File: config.mk
export PLATFORM = sky130hd
export DESIGN_NAME = ppc_phy_end_flat
export DESIGN_NICKNAME = d
export VERILOG_FILES = /design/src/ppc_phy.sv /design/src/ppc_pkg.sv /design/src/ppc_if.sv /design/src/ppc_phy_end.sv /design/src/flat_wrapper.sv
export SDC_FILE = /design/constraint.sdc
export NUM_CORES = 1
export LEC_CHECK = 0
export BUFFER_PORTS_ARGS = -buffer_cell sky130_fd_sc_hd__buf_4
export CORE_MARGIN = 10
export CORE_UTILIZATION = 57
export DETAILED_ROUTE_END_ITERATION = 8
export PLACE_DENSITY_LB_ADDON = 0.25
export SLEW_MARGIN = 40
export SYNTH_ARGS = -nofsm -noshare
export SYNTH_HDL_FRONTEND = slang
export SYNTH_SLANG_ARGS = --single-unit
File: constraint.sdc
create_clock -name clk_sys -period 3.9 [get_ports clk_sys]
set_input_delay 0.78 -clock clk_sys [delete_from_list [all_inputs] [get_ports clk_sys]]
set_output_delay 0.78 -clock clk_sys [all_outputs]
set_load 0.02 [all_outputs]
File: src/ppc_phy.sv
// Holds no logic: the PHY end of the port is module ppc_phy_end.
// Assumes nothing of its surroundings.

File: src/ppc_pkg.sv
// Package for the PHY-interface control and status block.
// Assumes both ends run on one 125 MHz clock, clk_sys.
package ppc_pkg;

  typedef enum logic [1:0] {
    PPC_P0  = 2'b00,
    PPC_P0S = 2'b01,
    PPC_P1  = 2'b10,
    PPC_P2  = 2'b11
  } ppc_pwr_t;

  localparam logic [2:0] PPC_ST_OK = 3'h0;
  localparam logic [2:0] PPC_ST_SKP_ADD = 3'h1;
  localparam logic [2:0] PPC_ST_SKP_DEL = 3'h2;
  localparam logic [2:0] PPC_ST_RX_DET = 3'h3;
  localparam logic [2:0] PPC_ST_DEC_ERR = 3'h4;
  localparam logic [2:0] PPC_ST_EB_OVF = 3'h5;
  localparam logic [2:0] PPC_ST_EB_UNF = 3'h6;
  localparam logic [2:0] PPC_ST_DISP_ERR = 3'h7;

  localparam int PPC_CLK_MHZ = 125;
  localparam int PPC_DETECT_NS = 1000;
  localparam int PPC_DETECT_CYC = (PPC_DETECT_NS * PPC_CLK_MHZ) / 1000;
  localparam int PPC_PWR_NS = 64;
  localparam int PPC_PWR_CYC = (PPC_PWR_NS * PPC_CLK_MHZ) / 1000;
  localparam int PPC_CNT_W = 8;
  localparam int PPC_SEL_W = 3;
  localparam logic [PPC_SEL_W-1:0] PPC_SEL_NONE = 3'h0;
  localparam int PPC_IDLE_CYC = 16;

endpackage

File: src/ppc_if.sv
// Interface joining the link controller and the PHY control/status port.
// Assumes both ends share clk_sys and rstn.
`timescale 1ns/100ps
`default_nettype none
interface ppc_if (
  input wire logic clk_sys,
  input wire logic rstn
);
  ppc_pkg::ppc_pwr_t power_state;
  logic detect_loop_req;
  logic force_neg_disparity;
  logic decoder_polarity_invert;
  logic [ppc_pkg::PPC_SEL_W-1:0] idle_infer_sel;
  logic data_valid;
  logic phy_done;
  logic elec_idle;
  logic [2:0] rx_status;

  modport ctrl (
    input clk_sys, rstn, data_valid, phy_done, elec_idle, rx_status,
    output power_state, detect_loop_req, force_neg_disparity,
    decoder_polarity_invert, idle_infer_sel
  );
  modport phy (
    input clk_sys, rstn, power_state, detect_loop_req, force_neg_disparity,
    decoder_polarity_invert, idle_infer_sel,
    output data_valid, phy_done, elec_idle, rx_status
  );
endinterface
`default_nettype wire

File: src/ppc_phy_end.sv
// Operation
// - Fixed 125 MHz clock supplied by surroundings.
// - Request in P1 with idle starts detect.
// - Controller drops request after done strobe in P1.
// - Request in P0 without idle enters loopback.
// - Disparity force makes encoder use negative.
// - Polarity invert flips all decoder input bits.
// - Power state codes P0, P0s, P1, P2.
// - Data valid only with valid data.
// - Done strobe lasts exactly one cycle.
// - Inferred idle drives idle output high.
// - Without inference idle is inverted signal detect.
// - Status codes 000 to 011 as documented.
// - Status codes 100 to 111 as documented.
// - Inference select chooses idle inference method; code only tells zero (none) from nonzero (run of invalid cycles).
// - Signal detect high above threshold.
// PHY end of the control/status port.
// Assumes far-present, level and force-idle indications arrive asynchronously and are resynchronised here; codes, code valid and events are not.
`timescale 1ns/100ps
`default_nettype none
module ppc_phy_end (
  ppc_if.phy bus,
  input wire logic force_idle,
  input wire logic [9:0] rx_code,
  input wire logic rx_code_valid,
  input wire logic rx_level_above,
  input wire logic rx_far_present,
  input wire logic [5:0] rx_events,
  output logic [9:0] dec_in,
  output logic enc_force_neg,
  output logic signal_detect,
  output logic loopback_en,
  output logic detect_busy
);

  typedef enum {
    PPC_IDLE,
    PPC_DETECT,
    PPC_PWR
  } ppc_state_t;

  ppc_state_t state;
  logic [2:0] lvl_s1, lvl_s2, lvl_s3;
  logic lvl_sig, lvl_far, lvl_idle;
  logic req_q;
  logic [ppc_pkg::PPC_CNT_W-1:0] cnt;
  logic [ppc_pkg::PPC_CNT_W-1:0] idle_cnt;
  logic [1:0] pwr_q;

  // Three-stage synchronisers; a change counts once stages two and three agree.
  // Only stage two reads stage one, so no logic ever sees a metastable value.
  always_ff @(posedge bus.clk_sys or negedge bus.rstn) begin
    if (!bus.rstn) begin
      lvl_s1 <= 3'h0;
      lvl_s2 <= 3'h0;
      lvl_s3 <= 3'h0;
    end else begin
      lvl_s1 <= {rx_far_present, rx_level_above, force_idle};
      lvl_s2 <= lvl_s1;
      lvl_s3 <= lvl_s2;
    end
  end

  always_ff @(posedge bus.clk_sys or negedge bus.rstn) begin
    if (!bus.rstn) begin
      lvl_sig <= 1'b0;
      lvl_far <= 1'b0;
      lvl_idle <= 1'b0;
    end else begin
      if (lvl_s2[1] == lvl_s3[1]) begin
        lvl_sig <= lvl_s3[1];
      end
      if (lvl_s2[2] == lvl_s3[2]) begin
        lvl_far <= lvl_s3[2];
      end
      if (lvl_s2[0] == lvl_s3[0]) begin
        lvl_idle <= lvl_s3[0];
      end
    end
  end

  assign signal_detect = lvl_sig;

  // Polarity inversion sits directly ahead of the decoder.
  always_ff @(posedge bus.clk_sys or negedge bus.rstn) begin
    if (!bus.rstn) begin
      dec_in <= 10'h000;
      enc_force_neg <= 1'b0;
    end else begin
      dec_in <= bus.decoder_polarity_invert ? ~rx_code : rx_code;
      enc_force_neg <= bus.force_neg_disparity;
    end
  end

  always_ff @(posedge bus.clk_sys or negedge bus.rstn) begin
    if (!bus.rstn) begin
      req_q <= 1'b0;
    end else begin
      req_q <= bus.detect_loop_req;
    end
  end

  // The request edge picks the operation, so later state changes do not retarget it.
  // pwr_q resets to the controller's reset state, so leaving reset reports no change.
  // A power change made while a detect or power change is busy is not seen.
  always_ff @(posedge bus.clk_sys or negedge bus.rstn) begin
    if (!bus.rstn) begin
      state <= PPC_IDLE;
      cnt <= '0;
      loopback_en <= 1'b0;
      pwr_q <= ppc_pkg::PPC_P1;
      bus.phy_done <= 1'b0;
    end else begin
      bus.phy_done <= 1'b0;
      pwr_q <= bus.power_state;
      if (!bus.detect_loop_req) begin
        loopback_en <= 1'b0;
      end
      case (state)
        PPC_IDLE: begin
          if (bus.detect_loop_req && !req_q) begin
            if (bus.power_state == ppc_pkg::PPC_P1 && lvl_idle) begin
              state <= PPC_DETECT;
              cnt <= '0;
            end else if (bus.power_state == ppc_pkg::PPC_P0 && !lvl_idle) begin
              loopback_en <= 1'b1;
            end
          end else if (bus.power_state != ppc_pwr_prev(pwr_q)) begin
            state <= PPC_PWR;
            cnt <= '0;
          end
        end
        PPC_DETECT: begin
          cnt <= cnt + 1'b1;
          if (cnt == ppc_pkg::PPC_CNT_W'(ppc_pkg::PPC_DETECT_CYC - 1)) begin
            bus.phy_done <= 1'b1;
            state <= PPC_IDLE;
          end
        end
        PPC_PWR: begin
          cnt <= cnt + 1'b1;
          if (cnt == ppc_pkg::PPC_CNT_W'(ppc_pkg::PPC_PWR_CYC - 1)) begin
            bus.phy_done <= 1'b1;
            state <= PPC_IDLE;
          end
        end
        default: begin
          state <= PPC_IDLE;
        end
      endcase
    end
  end

  function automatic ppc_pkg::ppc_pwr_t ppc_pwr_prev(input logic [1:0] p);
    ppc_pwr_prev = ppc_pkg::ppc_pwr_t'(p);
  endfunction

  assign detect_busy = (state == PPC_DETECT);

  // Inferred idle: no valid code for a run of cycles.
  always_ff @(posedge bus.clk_sys or negedge bus.rstn) begin
    if (!bus.rstn) begin
      idle_cnt <= '0;
    end else if (rx_code_valid) begin
      idle_cnt <= '0;
    end else if (idle_cnt != ppc_pkg::PPC_CNT_W'(ppc_pkg::PPC_IDLE_CYC)) begin
      idle_cnt <= idle_cnt + 1'b1;
    end
  end

  // A detection result outranks receive events; events colliding with it are lost.
  always_ff @(posedge bus.clk_sys or negedge bus.rstn) begin
    if (!bus.rstn) begin
      bus.elec_idle <= 1'b1;
      bus.data_valid <= 1'b0;
      bus.rx_status <= ppc_pkg::PPC_ST_OK;
    end else begin
      if (bus.idle_infer_sel == ppc_pkg::PPC_SEL_NONE) begin
        bus.elec_idle <= ~lvl_sig;
      end else begin
        bus.elec_idle <= (idle_cnt == ppc_pkg::PPC_CNT_W'(ppc_pkg::PPC_IDLE_CYC));
      end
      bus.data_valid <= rx_code_valid;
      if (state == PPC_DETECT && lvl_far &&
          cnt == ppc_pkg::PPC_CNT_W'(ppc_pkg::PPC_DETECT_CYC - 1)) begin
        bus.rx_status <= ppc_pkg::PPC_ST_RX_DET;
      end else if (rx_events[5]) begin
        bus.rx_status <= ppc_pkg::PPC_ST_DISP_ERR;
      end else if (rx_events[4]) begin
        bus.rx_status <= ppc_pkg::PPC_ST_DEC_ERR;
      end else if (rx_events[3]) begin
        bus.rx_status <= ppc_pkg::PPC_ST_EB_OVF;
      end else if (rx_events[2]) begin
        bus.rx_status <= ppc_pkg::PPC_ST_EB_UNF;
      end else if (rx_events[1]) begin
        bus.rx_status <= ppc_pkg::PPC_ST_SKP_DEL;
      end else if (rx_events[0]) begin
        bus.rx_status <= ppc_pkg::PPC_ST_SKP_ADD;
      end else begin
        bus.rx_status <= ppc_pkg::PPC_ST_OK;
      end
    end
  end

endmodule // ppc_phy_end
`default_nettype wire

File: src/flat_wrapper.sv
// flat-port wrapper written by rule: the top's interface ports become plain ports
module ppc_phy_end_flat 
  (force_idle, rx_code, rx_code_valid, rx_level_above, rx_far_present, rx_events, dec_in, enc_force_neg, signal_detect, loopback_en, detect_busy, clk_sys, rstn, bus_power_state, bus_detect_loop_req, bus_force_neg_disparity, bus_decoder_polarity_invert, bus_idle_infer_sel, bus_data_valid, bus_phy_done, bus_elec_idle, bus_rx_status);
  ppc_if bus_i (.clk_sys(clk_sys), .rstn(rstn));
  input wire logic force_idle;
  input wire logic [9:0] rx_code;
  input wire logic rx_code_valid;
  input wire logic rx_level_above;
  input wire logic rx_far_present;
  input wire logic [5:0] rx_events;
  output logic [9:0] dec_in;
  output logic enc_force_neg;
  output logic signal_detect;
  output logic loopback_en;
  output logic detect_busy;
  input wire logic clk_sys;
  input wire logic rstn;
  input wire logic [$bits(bus_i.power_state)-1:0] bus_power_state;
  input wire logic [$bits(bus_i.detect_loop_req)-1:0] bus_detect_loop_req;
  input wire logic [$bits(bus_i.force_neg_disparity)-1:0] bus_force_neg_disparity;
  input wire logic [$bits(bus_i.decoder_polarity_invert)-1:0] bus_decoder_polarity_invert;
  input wire logic [$bits(bus_i.idle_infer_sel)-1:0] bus_idle_infer_sel;
  output wire logic [$bits(bus_i.data_valid)-1:0] bus_data_valid;
  output wire logic [$bits(bus_i.phy_done)-1:0] bus_phy_done;
  output wire logic [$bits(bus_i.elec_idle)-1:0] bus_elec_idle;
  output wire logic [$bits(bus_i.rx_status)-1:0] bus_rx_status;
  assign bus_i.power_state = bus_power_state;
  assign bus_i.detect_loop_req = bus_detect_loop_req;
  assign bus_i.force_neg_disparity = bus_force_neg_disparity;
  assign bus_i.decoder_polarity_invert = bus_decoder_polarity_invert;
  assign bus_i.idle_infer_sel = bus_idle_infer_sel;
  assign bus_data_valid = bus_i.data_valid;
  assign bus_phy_done = bus_i.phy_done;
  assign bus_elec_idle = bus_i.elec_idle;
  assign bus_rx_status = bus_i.rx_status;
  ppc_phy_end u_core (.bus(bus_i), .force_idle(force_idle), .rx_code(rx_code), .rx_code_valid(rx_code_valid), .rx_level_above(rx_level_above), .rx_far_present(rx_far_present), .rx_events(rx_events), .dec_in(dec_in), .enc_force_neg(enc_force_neg), .signal_detect(signal_detect), .loopback_en(loopback_en), .detect_busy(detect_busy));
endmodule
After elaboration in Yosys (flattened, before gate mapping)
Cells that the tools add are included.
Storage, ports and cells
  bits in registers: 81
  bits of input ports: 30
  output and inout port bits: 20
  logic and storage cells: 82
Cells by class
  $add $sub $neg: 2
  equal/unequal tests: 16
  mux-type cells: 29
  bitwise gates (word level): 2
  reduce and logical (&&, ||, !) cells: 15
Operators with widths (count)
  $mux 32: 5
  $pmux 32 s3: 1
  $eq 32x2->1 const B: 2
  $mux 8: 5
  $eq 32x1->1 const B: 1
  $logic_not 32->1: 1
  $mux 3: 6
  $add 8x1->8 const B: 2
  $pmux 8 s2: 1
  $mux 10: 1
  $not 10->10: 1
  $mux 1: 9
  $eq 8x3->1 const B: 1
  $eq 8x5->1 const B: 1
  $eq 8x7->1 const B: 1
  $ne 8x5->1 const B: 1
  $logic_and 1x1->1: 5
  $ne 2x1->1 const B: 2
  $reduce_and 4->1: 1
  $reduce_bool 2->1: 2
  $eq 1x1->1: 3
  $logic_not 3->1: 1
  $ne 3x1->1 const B: 1
  $ne 3x3->1 const B: 1
  8 further kinds: 9

Longest topological paths before layout
Gate-level depths: netlist (run 1).
  depth after elaboration: 7
  depth in mapped cells: 8

Worst setup path after synthesis (run 1)
OpenSTA, ideal clock, no wires.
  path type: input-to-reg
  start point: input port bus_power_state[1]
  end point: register u_core.state[0]
  setup time: 0.128 ns
  data arrival time: 1.817 ns
  required time: 3.772 ns
  path slack: 1.956 ns
  stages on the path: 5
  buffers on the path: 0
  path through: xnor2_1 > a32oi_2 > o21ai_1 > a221oi_2 > mux2_1
Between the ends
  cells in the longest elaborated chain, start to end: 4
RTL lines
  from (decl): RTL line flat_wrapper.sv:18  | input wire logic [$bits(bus_i.power_state)-1:0] bus_power_state;
  $eq 2x2->1: RTL line ppc_phy_end.sv:122  | if (bus.power_state == ppc_pkg::PPC_P1 && lvl_idle) begin
  $logic_and 1x1->1: RTL line ppc_phy_end.sv:122
  $ne 3x3->1 (no line)
  $reduce_and 4->1 (no line) (*)
  to (signal assigned): RTL line ppc_phy_end.sv:123  | state <= PPC_DETECT;
  to (signal assigned): RTL line ppc_phy_end.sv:129  | state <= PPC_PWR;
  to (signal assigned): RTL line ppc_phy_end.sv:137  | state <= PPC_IDLE;
  to (decl): RTL line ppc_phy_end.sv:42  | ppc_state_t state;
Mark *: on every way between the ends. The rest lies on a longest branch, timed or not.
A chain may end at the register's enable or synchronous reset.

Worst setup path after layout (run 1)
  start point: register u_core.state[0]
  end point: register u_core.cnt[5] (netlist bit)
Between the ends
  cells in the longest elaborated chain, start to end: 4
RTL lines
  from (signal assigned): RTL line ppc_phy_end.sv:108  | state <= PPC_IDLE;
  from (signal assigned): RTL line ppc_phy_end.sv:123
  from (signal assigned): RTL line ppc_phy_end.sv:129
  $eq 32x1->1 / $eq 32x2->1 (equally long branches): RTL line ppc_phy_end.sv:119  | case (state)
  $reduce_or 2->1 (no line)
  $reduce_bool 2->1 (no line)
  $reduce_and 3->1 (no line)
  to (signal assigned): RTL line ppc_phy_end.sv:134  | cnt <= cnt + 1'b1;
  to (signal assigned): RTL line ppc_phy_end.sv:141  | cnt <= cnt + 1'b1;
  to (decl): RTL line ppc_phy_end.sv:46  | logic [ppc_pkg::PPC_CNT_W-1:0] cnt;
Several ways; a longest one is shown, not always the timed one.

==> flow_summary_export.csv, run 1 <==
group,metric,value,unit
detailed_routing,wl_met2,1.755,mm
logic_synthesis,synthCells,186,
place,gpl.final_weighted_congestion,0.8073,
logic_synthesis,synth_cell_types,40,
worst_setup_path,r2r_start,"u_core.state[0]$_DFFE_PN0P_",
final_layout,final_nets,276,
floorplanning,chipWidth,81.59,um
detailed_routing,wl,4.071,mm
logic_synthesis,synth_edf_count,0,
timing,max_freq,0.4682,GHz
worst_setup_path,worstPathArrival,2.38,ns
timing,tightest_slew,0.6037,ns
floorplanning,core,3661,um2
final_layout,stdcell_count,287,
worst_setup_path,worst-path-max-fanout,15,
logic_synthesis,syn_area,2162,um2
worst_setup_path,r2r_slack,1.76,ns
timing,min_period,2.136,ns
clocking,cts_resized,0,
global_routing,grt_usage,13.14,%
clocking,clkTransAtPathRegs,0.09,ns
clocking,cts-buffers-inserted,5,
power_and_ir_drop,power.density,451.2,nW/um2
worst_setup_path,worstSetupPathType,"reg2reg",
clocking,cts_root_buf,"clkbuf_8",
logic_synthesis,synth_ff_type,"dfrtp_1",
global_routing,grt_pass1_vias,1539,
final_layout,regArea,1279,um2
logic_synthesis,synth_seq_cells,51,
clocking,cts_sinks,51,
detailed_routing,routedWlPerCell,14.18,um
timing,setup_viol,0,
floorplanning,chipHeight,81.59,um
floorplanning,dieArea,6657,um2
timing,setup_tns,0,ns
worst_setup_path,critPathRequiredTime,4.15,ns
detailed_routing,dr.first_iter.drc_count,93,
power_and_ir_drop,p_leak,1.252,nW
detailed_routing,m1WireLength,1.698,mm
clocking,clockBufferDepth,2,
global_routing,grt_max_degree,52,
place,place_inst,279,
final_layout,fillers,271,
place,dpl.hpwl,3.119,mm
worst_setup_path,crit_path_end_kind,"register",
place,port_buffers,49,
final_layout,multiInputGateArea,834.6,um2
detailed_routing,drc,0,
timing,hold_viol,0,
job,drv_cap,0,
detailed_routing,viasPerCell,5.307,
timing,slew_headroom,59.75,%
timing,period_share,54.76,%
power_and_ir_drop,vdd_ir_drop_max,335.5,uV
clocking,htreeDepth,2,
detailed_routing,wl_met3,549,um
logic_synthesis,synth-seq-area-share,59.14,%
timing,maxSlewViolCount,0,
floorplanning,start_util,59.06,%
worst_setup_path,start_kind,"register",
floorplanning,io_pins,50,
detailed_routing,drt_pass1_iterations,4,
detailed_routing,ant_nets,0,
final_layout,drive_above_1_share,25.94,%
final_layout,area_growth,23.21,%
run_status,status,"completed",
timing,rsz0062_at_grt,"no",
clocking,clk_latency,0.30,ns
min_path,hp-class,"reg2reg",
logic_synthesis,syn_avg_cell_area,11.62,um2
global_routing,grt_pass1_wl,6.810,mm
final_layout,n_antenna_cell,0,
global_routing,antenna_found_initial,0,
worst_setup_path,reg2reg_depth,7,
logic_synthesis,synth_nets,224,
worst_setup_path,crit_end,"u_core.cnt[5]$_DFFE_PN0P_",
worst_setup_path,crit_path_start,"u_core.state[0]$_DFFE_PN0P_",
timing,finClkSkew,0.01029,ns
clocking,cts_setup_buffers,0,
clocking,hold_buffers,0,
logic_synthesis,async_reset_ff_share,100.0,%
global_routing,overflow,0,
logic_synthesis,yosys_warnings,0,
detailed_routing,dr.max_layer_used,"met4",
worst_setup_path,r2r-end,"u_core.cnt[5]$_DFFE_PN0P_",
floorplanning,num_rows,22,
clocking,cts_tree,"built",
detailed_routing,via_count,1523,
==> layout by cell type (no fill, tap or decap), types with 2 or more instances in the layout <==
master    netlist  routed
a21oi_1         5       5
and3_1          4       4
buf_4           0      49
clkbuf_8        0       5
dfrtp_1        49      49
dfstp_2         2       2
ha_1            8       8
inv_1           9       9
maj3_1          3       3
nand2_1        19      19
nand2b_1        4       4
nand3_1        17      17
nor2_1         11      11
nor3_1          2       2
nor3b_1         2       2
nor4_1          3       3
o21ai_0         3       3
or4b_1          4       4
xnor2_1         2       2
xor2_1         15      15
==> state kept, by name, indices dropped and copies added, names as in the netlist, 2 cells and up <==
| register | cells |
|---|---|
| u_core.lvl_s3 | 3 |
| u_core.bus.rx_status | 3 |
| u_core.lvl_s2 | 3 |
| u_core.idle_cnt | 8 |
| u_core.pwr_q | 2 |
| u_core.dec_in | 10 |
| u_core.lvl_s1 | 3 |
| u_core.state | 2 |
| u_core.cnt | 8 |
==> kinds of logic after synthesis <==
logic type | share of synthesized area (%)
simple gates | 18.06
flops | 59.14
compound gates | 6.655
xor+xnor | 6.887
buf+inv | 2.257
fa+ha+maj | 6.019
mux | 0.9838
==> layer usage <==
layer	vias up	GRT usage [%]
li1	742	-
met1	720	14.62
met2	54	19.27
met3	7	8.297
met4	0	6.633
met5	-	0
==> per-stage QoR <==
step | worst slack (ns) | power [W] | hold slack [ns] | instance area (um2) | utilization (%)
floorplan | 1.956 | 0.0008058 | 0.3312 | 2162 | -
global placement | 1.635 | 0.0009034 | 0.3346 | 2575 | 70.33
detailed placement | 1.591 | 0.0009131 | 0.3364 | 2575 | 70.33
CTS | 1.765 | 0.001215 | 0.3558 | 2664 | 72.76
global route | 1.577 | 0.001272 | 0.3612 | 2664 | 72.76
finish | 1.764 | 0.001202 | 0.3526 | 2664 | 72.76
==> cell type report <==
cell class | count | share of cell area [%]
sequential | 51 | 48.00
multi-input combinational | 122 | 31.33
timing repair buffer | 49 | 13.81
clock buffer | 6 | 2.724
tap | 48 | 2.255
inverter | 9 | 1.268
clock inverter | 2 | 0.6106
==> power by group <==
group          internal [W]  leakage (nW)  switching, W
Clock              0.000129        0.0418      0.000171
Sequential         0.000575         0.628     0.0000331
Combinational      0.000123         0.582      0.000171
Total              0.000827          1.25      0.000375
==> how the worst min path moves through the flow <==
stage | from | end | slack (ns) | cells after the start
after floorplan | u_core.lvl_s1[0]$_DFF_PN0_ | u_core.lvl_s2[0]$_DFF_PN0_ | 0.33 | 0
after global placement | u_core.lvl_s1[0]$_DFF_PN0_ | u_core.lvl_s2[0]$_DFF_PN0_ | 0.33 | 0
after detailed placement | u_core.lvl_s1[0]$_DFF_PN0_ | u_core.lvl_s2[0]$_DFF_PN0_ | 0.34 | 0
after CTS | u_core.lvl_s1[2]$_DFF_PN0_ | u_core.lvl_s2[2]$_DFF_PN0_ | 0.36 | 0
after global routing | u_core.lvl_s1[2]$_DFF_PN0_ | u_core.lvl_s2[2]$_DFF_PN0_ | 0.36 | 0
final | u_core.lvl_s1[2]$_DFF_PN0_ | u_core.lvl_s2[2]$_DFF_PN0_ | 0.35 | 0
==> cell usage after synthesis, types with 4 or more instances <==
library cell / count / area [um2]
ha_1: 8 / 100.1
nand2b_1: 4 / 25.02
a21oi_1: 5 / 25.02
xor2_1: 15 / 131.4
nor2_1: 11 / 41.29
nand2_1: 19 / 71.32
and3_1: 4 / 25.02
nand3_1: 17 / 85.08
or4b_1: 4 / 40.04
inv_1: 9 / 33.78
dfrtp_1: 49 / 1226
==> worst max-delay path, stage by stage, from the launching register on <==
cell and delay, ns:
dfrtp_1 0.39, inv_1 0.08, ha_1 0.25, and3b_1 0.22
a32oi_2 0.19, o211ai_2 0.29, or4b_1 0.56, nand3_1 0.09
No activity file was read; power rests on OpenSTA's default activity.
==> run 2: changes to the inputs <==
Settings changed: ABC_AREA from default to 1, CORE_UTILIZATION 57 to 48.
Clock period 3.9 ns to 1.8 ns, I/O delays scaled along.
==> flow_summary_export.csv, run 2 <==
group,metric,value,unit
run_status,status,"completed",
final_layout,final_cell_mix,"49 x buf_4, 49 x dfrtp_1, 44 x nand2_1",
logic_synthesis,synth_compound_area_share,6.498,%
logic_synthesis,synth_edf_count,0,
worst_setup_path,worstPathArrival,1.21,ns
logic_synthesis,yosysTopAreaCell,"dfrtp_1",
detailed_routing,routedWlPerCell,12.60,um
logic_synthesis,synth_common_cells,"49 x dfrtp_1, 44 x nand2_1, 30 x inv_1",
worst_setup_path,worstSetupPathType,"reg2out",
logic_synthesis,synth-seq-area-share,56.28,%
timing,setup_viol,0,
final_layout,multiInputGateArea,853.3,um2
power_and_ir_drop,p_leak,1.364,nW
detailed_routing,viasPerCell,4.881,
clocking,cts_root_buf,"clkbuf_8",
detailed_routing,dr.first_iter.drc_count,76,
timing,slew_headroom,58.95,%
clocking,hold_buffers,0,
timing,maxSlewViolCount,0,
timing,rsz0062_at_grt,"no",
logic_synthesis,syn_avg_cell_area,9.879,um2
global_routing,gr-max-usage-layer,"met2",
logic_synthesis,netlist.area_leader.share,53.96,%
timing,hold_viol,0,
final_layout,top_register,"u_core.dec_in",
clocking,cts_setup_buffers,0,
floorplanning,core,4474,um2
timing,period_share,86.96,%
logic_synthesis,synth_seq_cells,51,
clocking,cts_resized,0,
final_layout,drive_above_1_share,25.44,%
logic_synthesis,yosys_warnings,0,
detailed_routing,ant_nets,0,
clocking,htreeDepth,2,
clocking,clk_latency,0.29,ns
clocking,cts-buffers-inserted,5,
floorplanning,chipHeight,88.80,um
job,drv_cap,0,
final_layout,n_antenna_cell,0,
detailed_routing,drc,0,
global_routing,overflow,0,
clocking,clockBufferDepth,2,
logic_synthesis,synthCells,230,
final_layout,largest_reg_flops,10,
global_routing,grt_pass1_wl,7.176,mm
worst_setup_path,critPathRequiredTime,1.44,ns
detailed_routing,via_count,1635,
place,dpl.hpwl,3.254,mm
worst_setup_path,worst-path-max-fanout,4,
clocking,cts_tree,"built",
timing,min_period,1.565,ns
logic_synthesis,synth_xor_area_share,5.396,%
final_layout,area_growth,21.42,%
place,gpl.final_weighted_congestion,0.8123,
logic_synthesis,synth_nets,268,
power_and_ir_drop,power.density,950.1,nW/um2
global_routing,grt_usage,11.42,%
worst_setup_path,start_kind,"register",
power_and_ir_drop,vdd_ir_drop_max,651.5,uV
timing,tightest_slew,0.6158,ns
logic_synthesis,syn_area,2272,um2
logic_synthesis,synth_area_leaders,"dfrtp_1 54%, nand2_1 7.3%, xor2_1 5.0%",
global_routing,use_met3,6.250,%
place,port_buffers,49,
global_routing,grtUsageMet1,13.55,%
logic_synthesis,synth.most_common_cell,"dfrtp_1",
logic_synthesis,async_reset_ff_share,100.0,%
global_routing,antenna_found_initial,0,
timing,finClkSkew,0.006116,ns
floorplanning,num_rows,24,
final_layout,fillers,388,
timing,max_freq,0.6388,GHz
worst_setup_path,crit_path_end_kind,"output pin",
min_path,hp-class,"in2async",
clocking,cts_sinks,51,
timing,setup_tns,0,ns
logic_synthesis,synth-simple-area-share,19.49,%
logic_synthesis,synth_top_family_by_area,"simple AND/OR/NAND/NOR gates",
clocking,clkTransAtPathRegs,0.09,ns
floorplanning,start_util,50.78,%
floorplanning,chipWidth,88.80,um
final_layout,final_nets,320,
detailed_routing,drt_pass1_iterations,4,
global_routing,grt_max_degree,52,
floorplanning,dieArea,7885,um2
floorplanning,io_pins,50,
final_layout,regArea,1279,um2
global_routing,grt_pass1_vias,1627,
logic_synthesis,synth_ff_type,"dfrtp_1",
logic_synthesis,synthAdderAreaFrac,5.727,%
place,preCtsSetupSlack,0.3849,ns
global_routing,grtUsageMet2,17.75,%
detailed_routing,wl,4.220,mm
logic_synthesis,synth_mux_area_share,0.4405,%
logic_synthesis,synth_cell_types,31,
final_layout,utilization,61.66,%
final_layout,top_regs,"u_core.dec_in: 10 flops, u_core.cnt: 8 flops, u_core.idle_cnt: 8 flops",
timing,setup_slack,0.2347,ns
## run 2: changes by cell type after synthesis, sizes merged, moves of 3 or more
cell	delta
nand2	+30
inv	+21
o21ai	+13
nor2	+6
and3	-4
nand2b	-4
nand4	+4
or4b	-4
nor4	-3
## run 2: metal layers
| layer | up-vias | share of wire [%] |
|---|---|---|
| met5 | - | 0 |
| met4 | 0 | 0.28 |
| met3 | 2 | 9.3 |
| met2 | 33 | 47 |
| met1 | 768 | 43 |
| li1 | 832 | - |
## run 2: worst paths after layout
kind | startpoint | to | slack (ns) | cells past startpoint
setup / recovery | u_core.state[1]$_DFFE_PN0P_ | detect_busy | 0.23 | 3
min in group clk_sys | bus_force_neg_disparity | u_core.enc_force_neg$_DFF_PN0_ | 0.17 | 1
hold reg to reg | u_core.lvl_s1[2]$_DFF_PN0_ | u_core.lvl_s2[2]$_DFF_PN0_ | 0.35 | 0
setup reg to reg | u_core.state[1]$_DFFE_PN0P_ | u_core.cnt[1]$_DFFE_PN0P_ | 0.38 | 8
hold / removal | rstn | u_core.cnt[2]$_DFFE_PN0P_ | 0.07 | 1
max in group asynchronous | rstn | u_core.dec_in[6]$_DFF_PN0_ | 1.31 | 1
## run 2: stage by stage
| stage | instances | power, W | hold WS, ns | instance area, um2 |
|---|---|---|---|---|
| after detailed placement | 327 | 0.002038 | 0.3370 | 2678 |
| after global placement | 327 | 0.002024 | 0.3319 | 2678 |
| after floorplan | 230 | 0.001822 | 0.06441 | 2272 |
| final | 335 | 0.002621 | 0.07350 | 2759 |
| after global routing | 335 | 0.002824 | 0.1061 | 2759 |
| after CTS | 335 | 0.002665 | 0.09876 | 2759 |
## run 2: cells by family after synthesis
| kind of cell | after synthesis |
|---|---|
| muxes | 1 |
| and+or+nand+nor | 93 |
| buffers and inverters | 34 |
| xor gates and xnor gates | 14 |
| AOI/OAI and AO/OA | 26 |
| adders and majority gates | 11 |
| DFF | 51 |
## run 2: final cells by class
class	count	area share, %
clock buffers	7	2.766
clock inverters	1	0.1814
inverters	30	4.082
multi-input cells	145	30.93
flip-flops and latches	51	46.35
well taps	52	2.358
repair buffers	49	13.33
## run 2: worst max-delay path, stage by stage, from the launching register on
cell,delay [ns]
dfrtp_1,0.43
inv_1,0.09
ha_1,0.22
buf_4,0.17
## run 2: report_power, final
part	total, W	leakage (nW)	internal, W	switching, W
clock	0.000617	0.0422	0.000273	0.000344
sequential	0.00133	0.628	0.00125	0.0000826
combinational	0.000675	0.694	0.000267	0.000408
total	0.00262	1.36	0.00179	0.000834
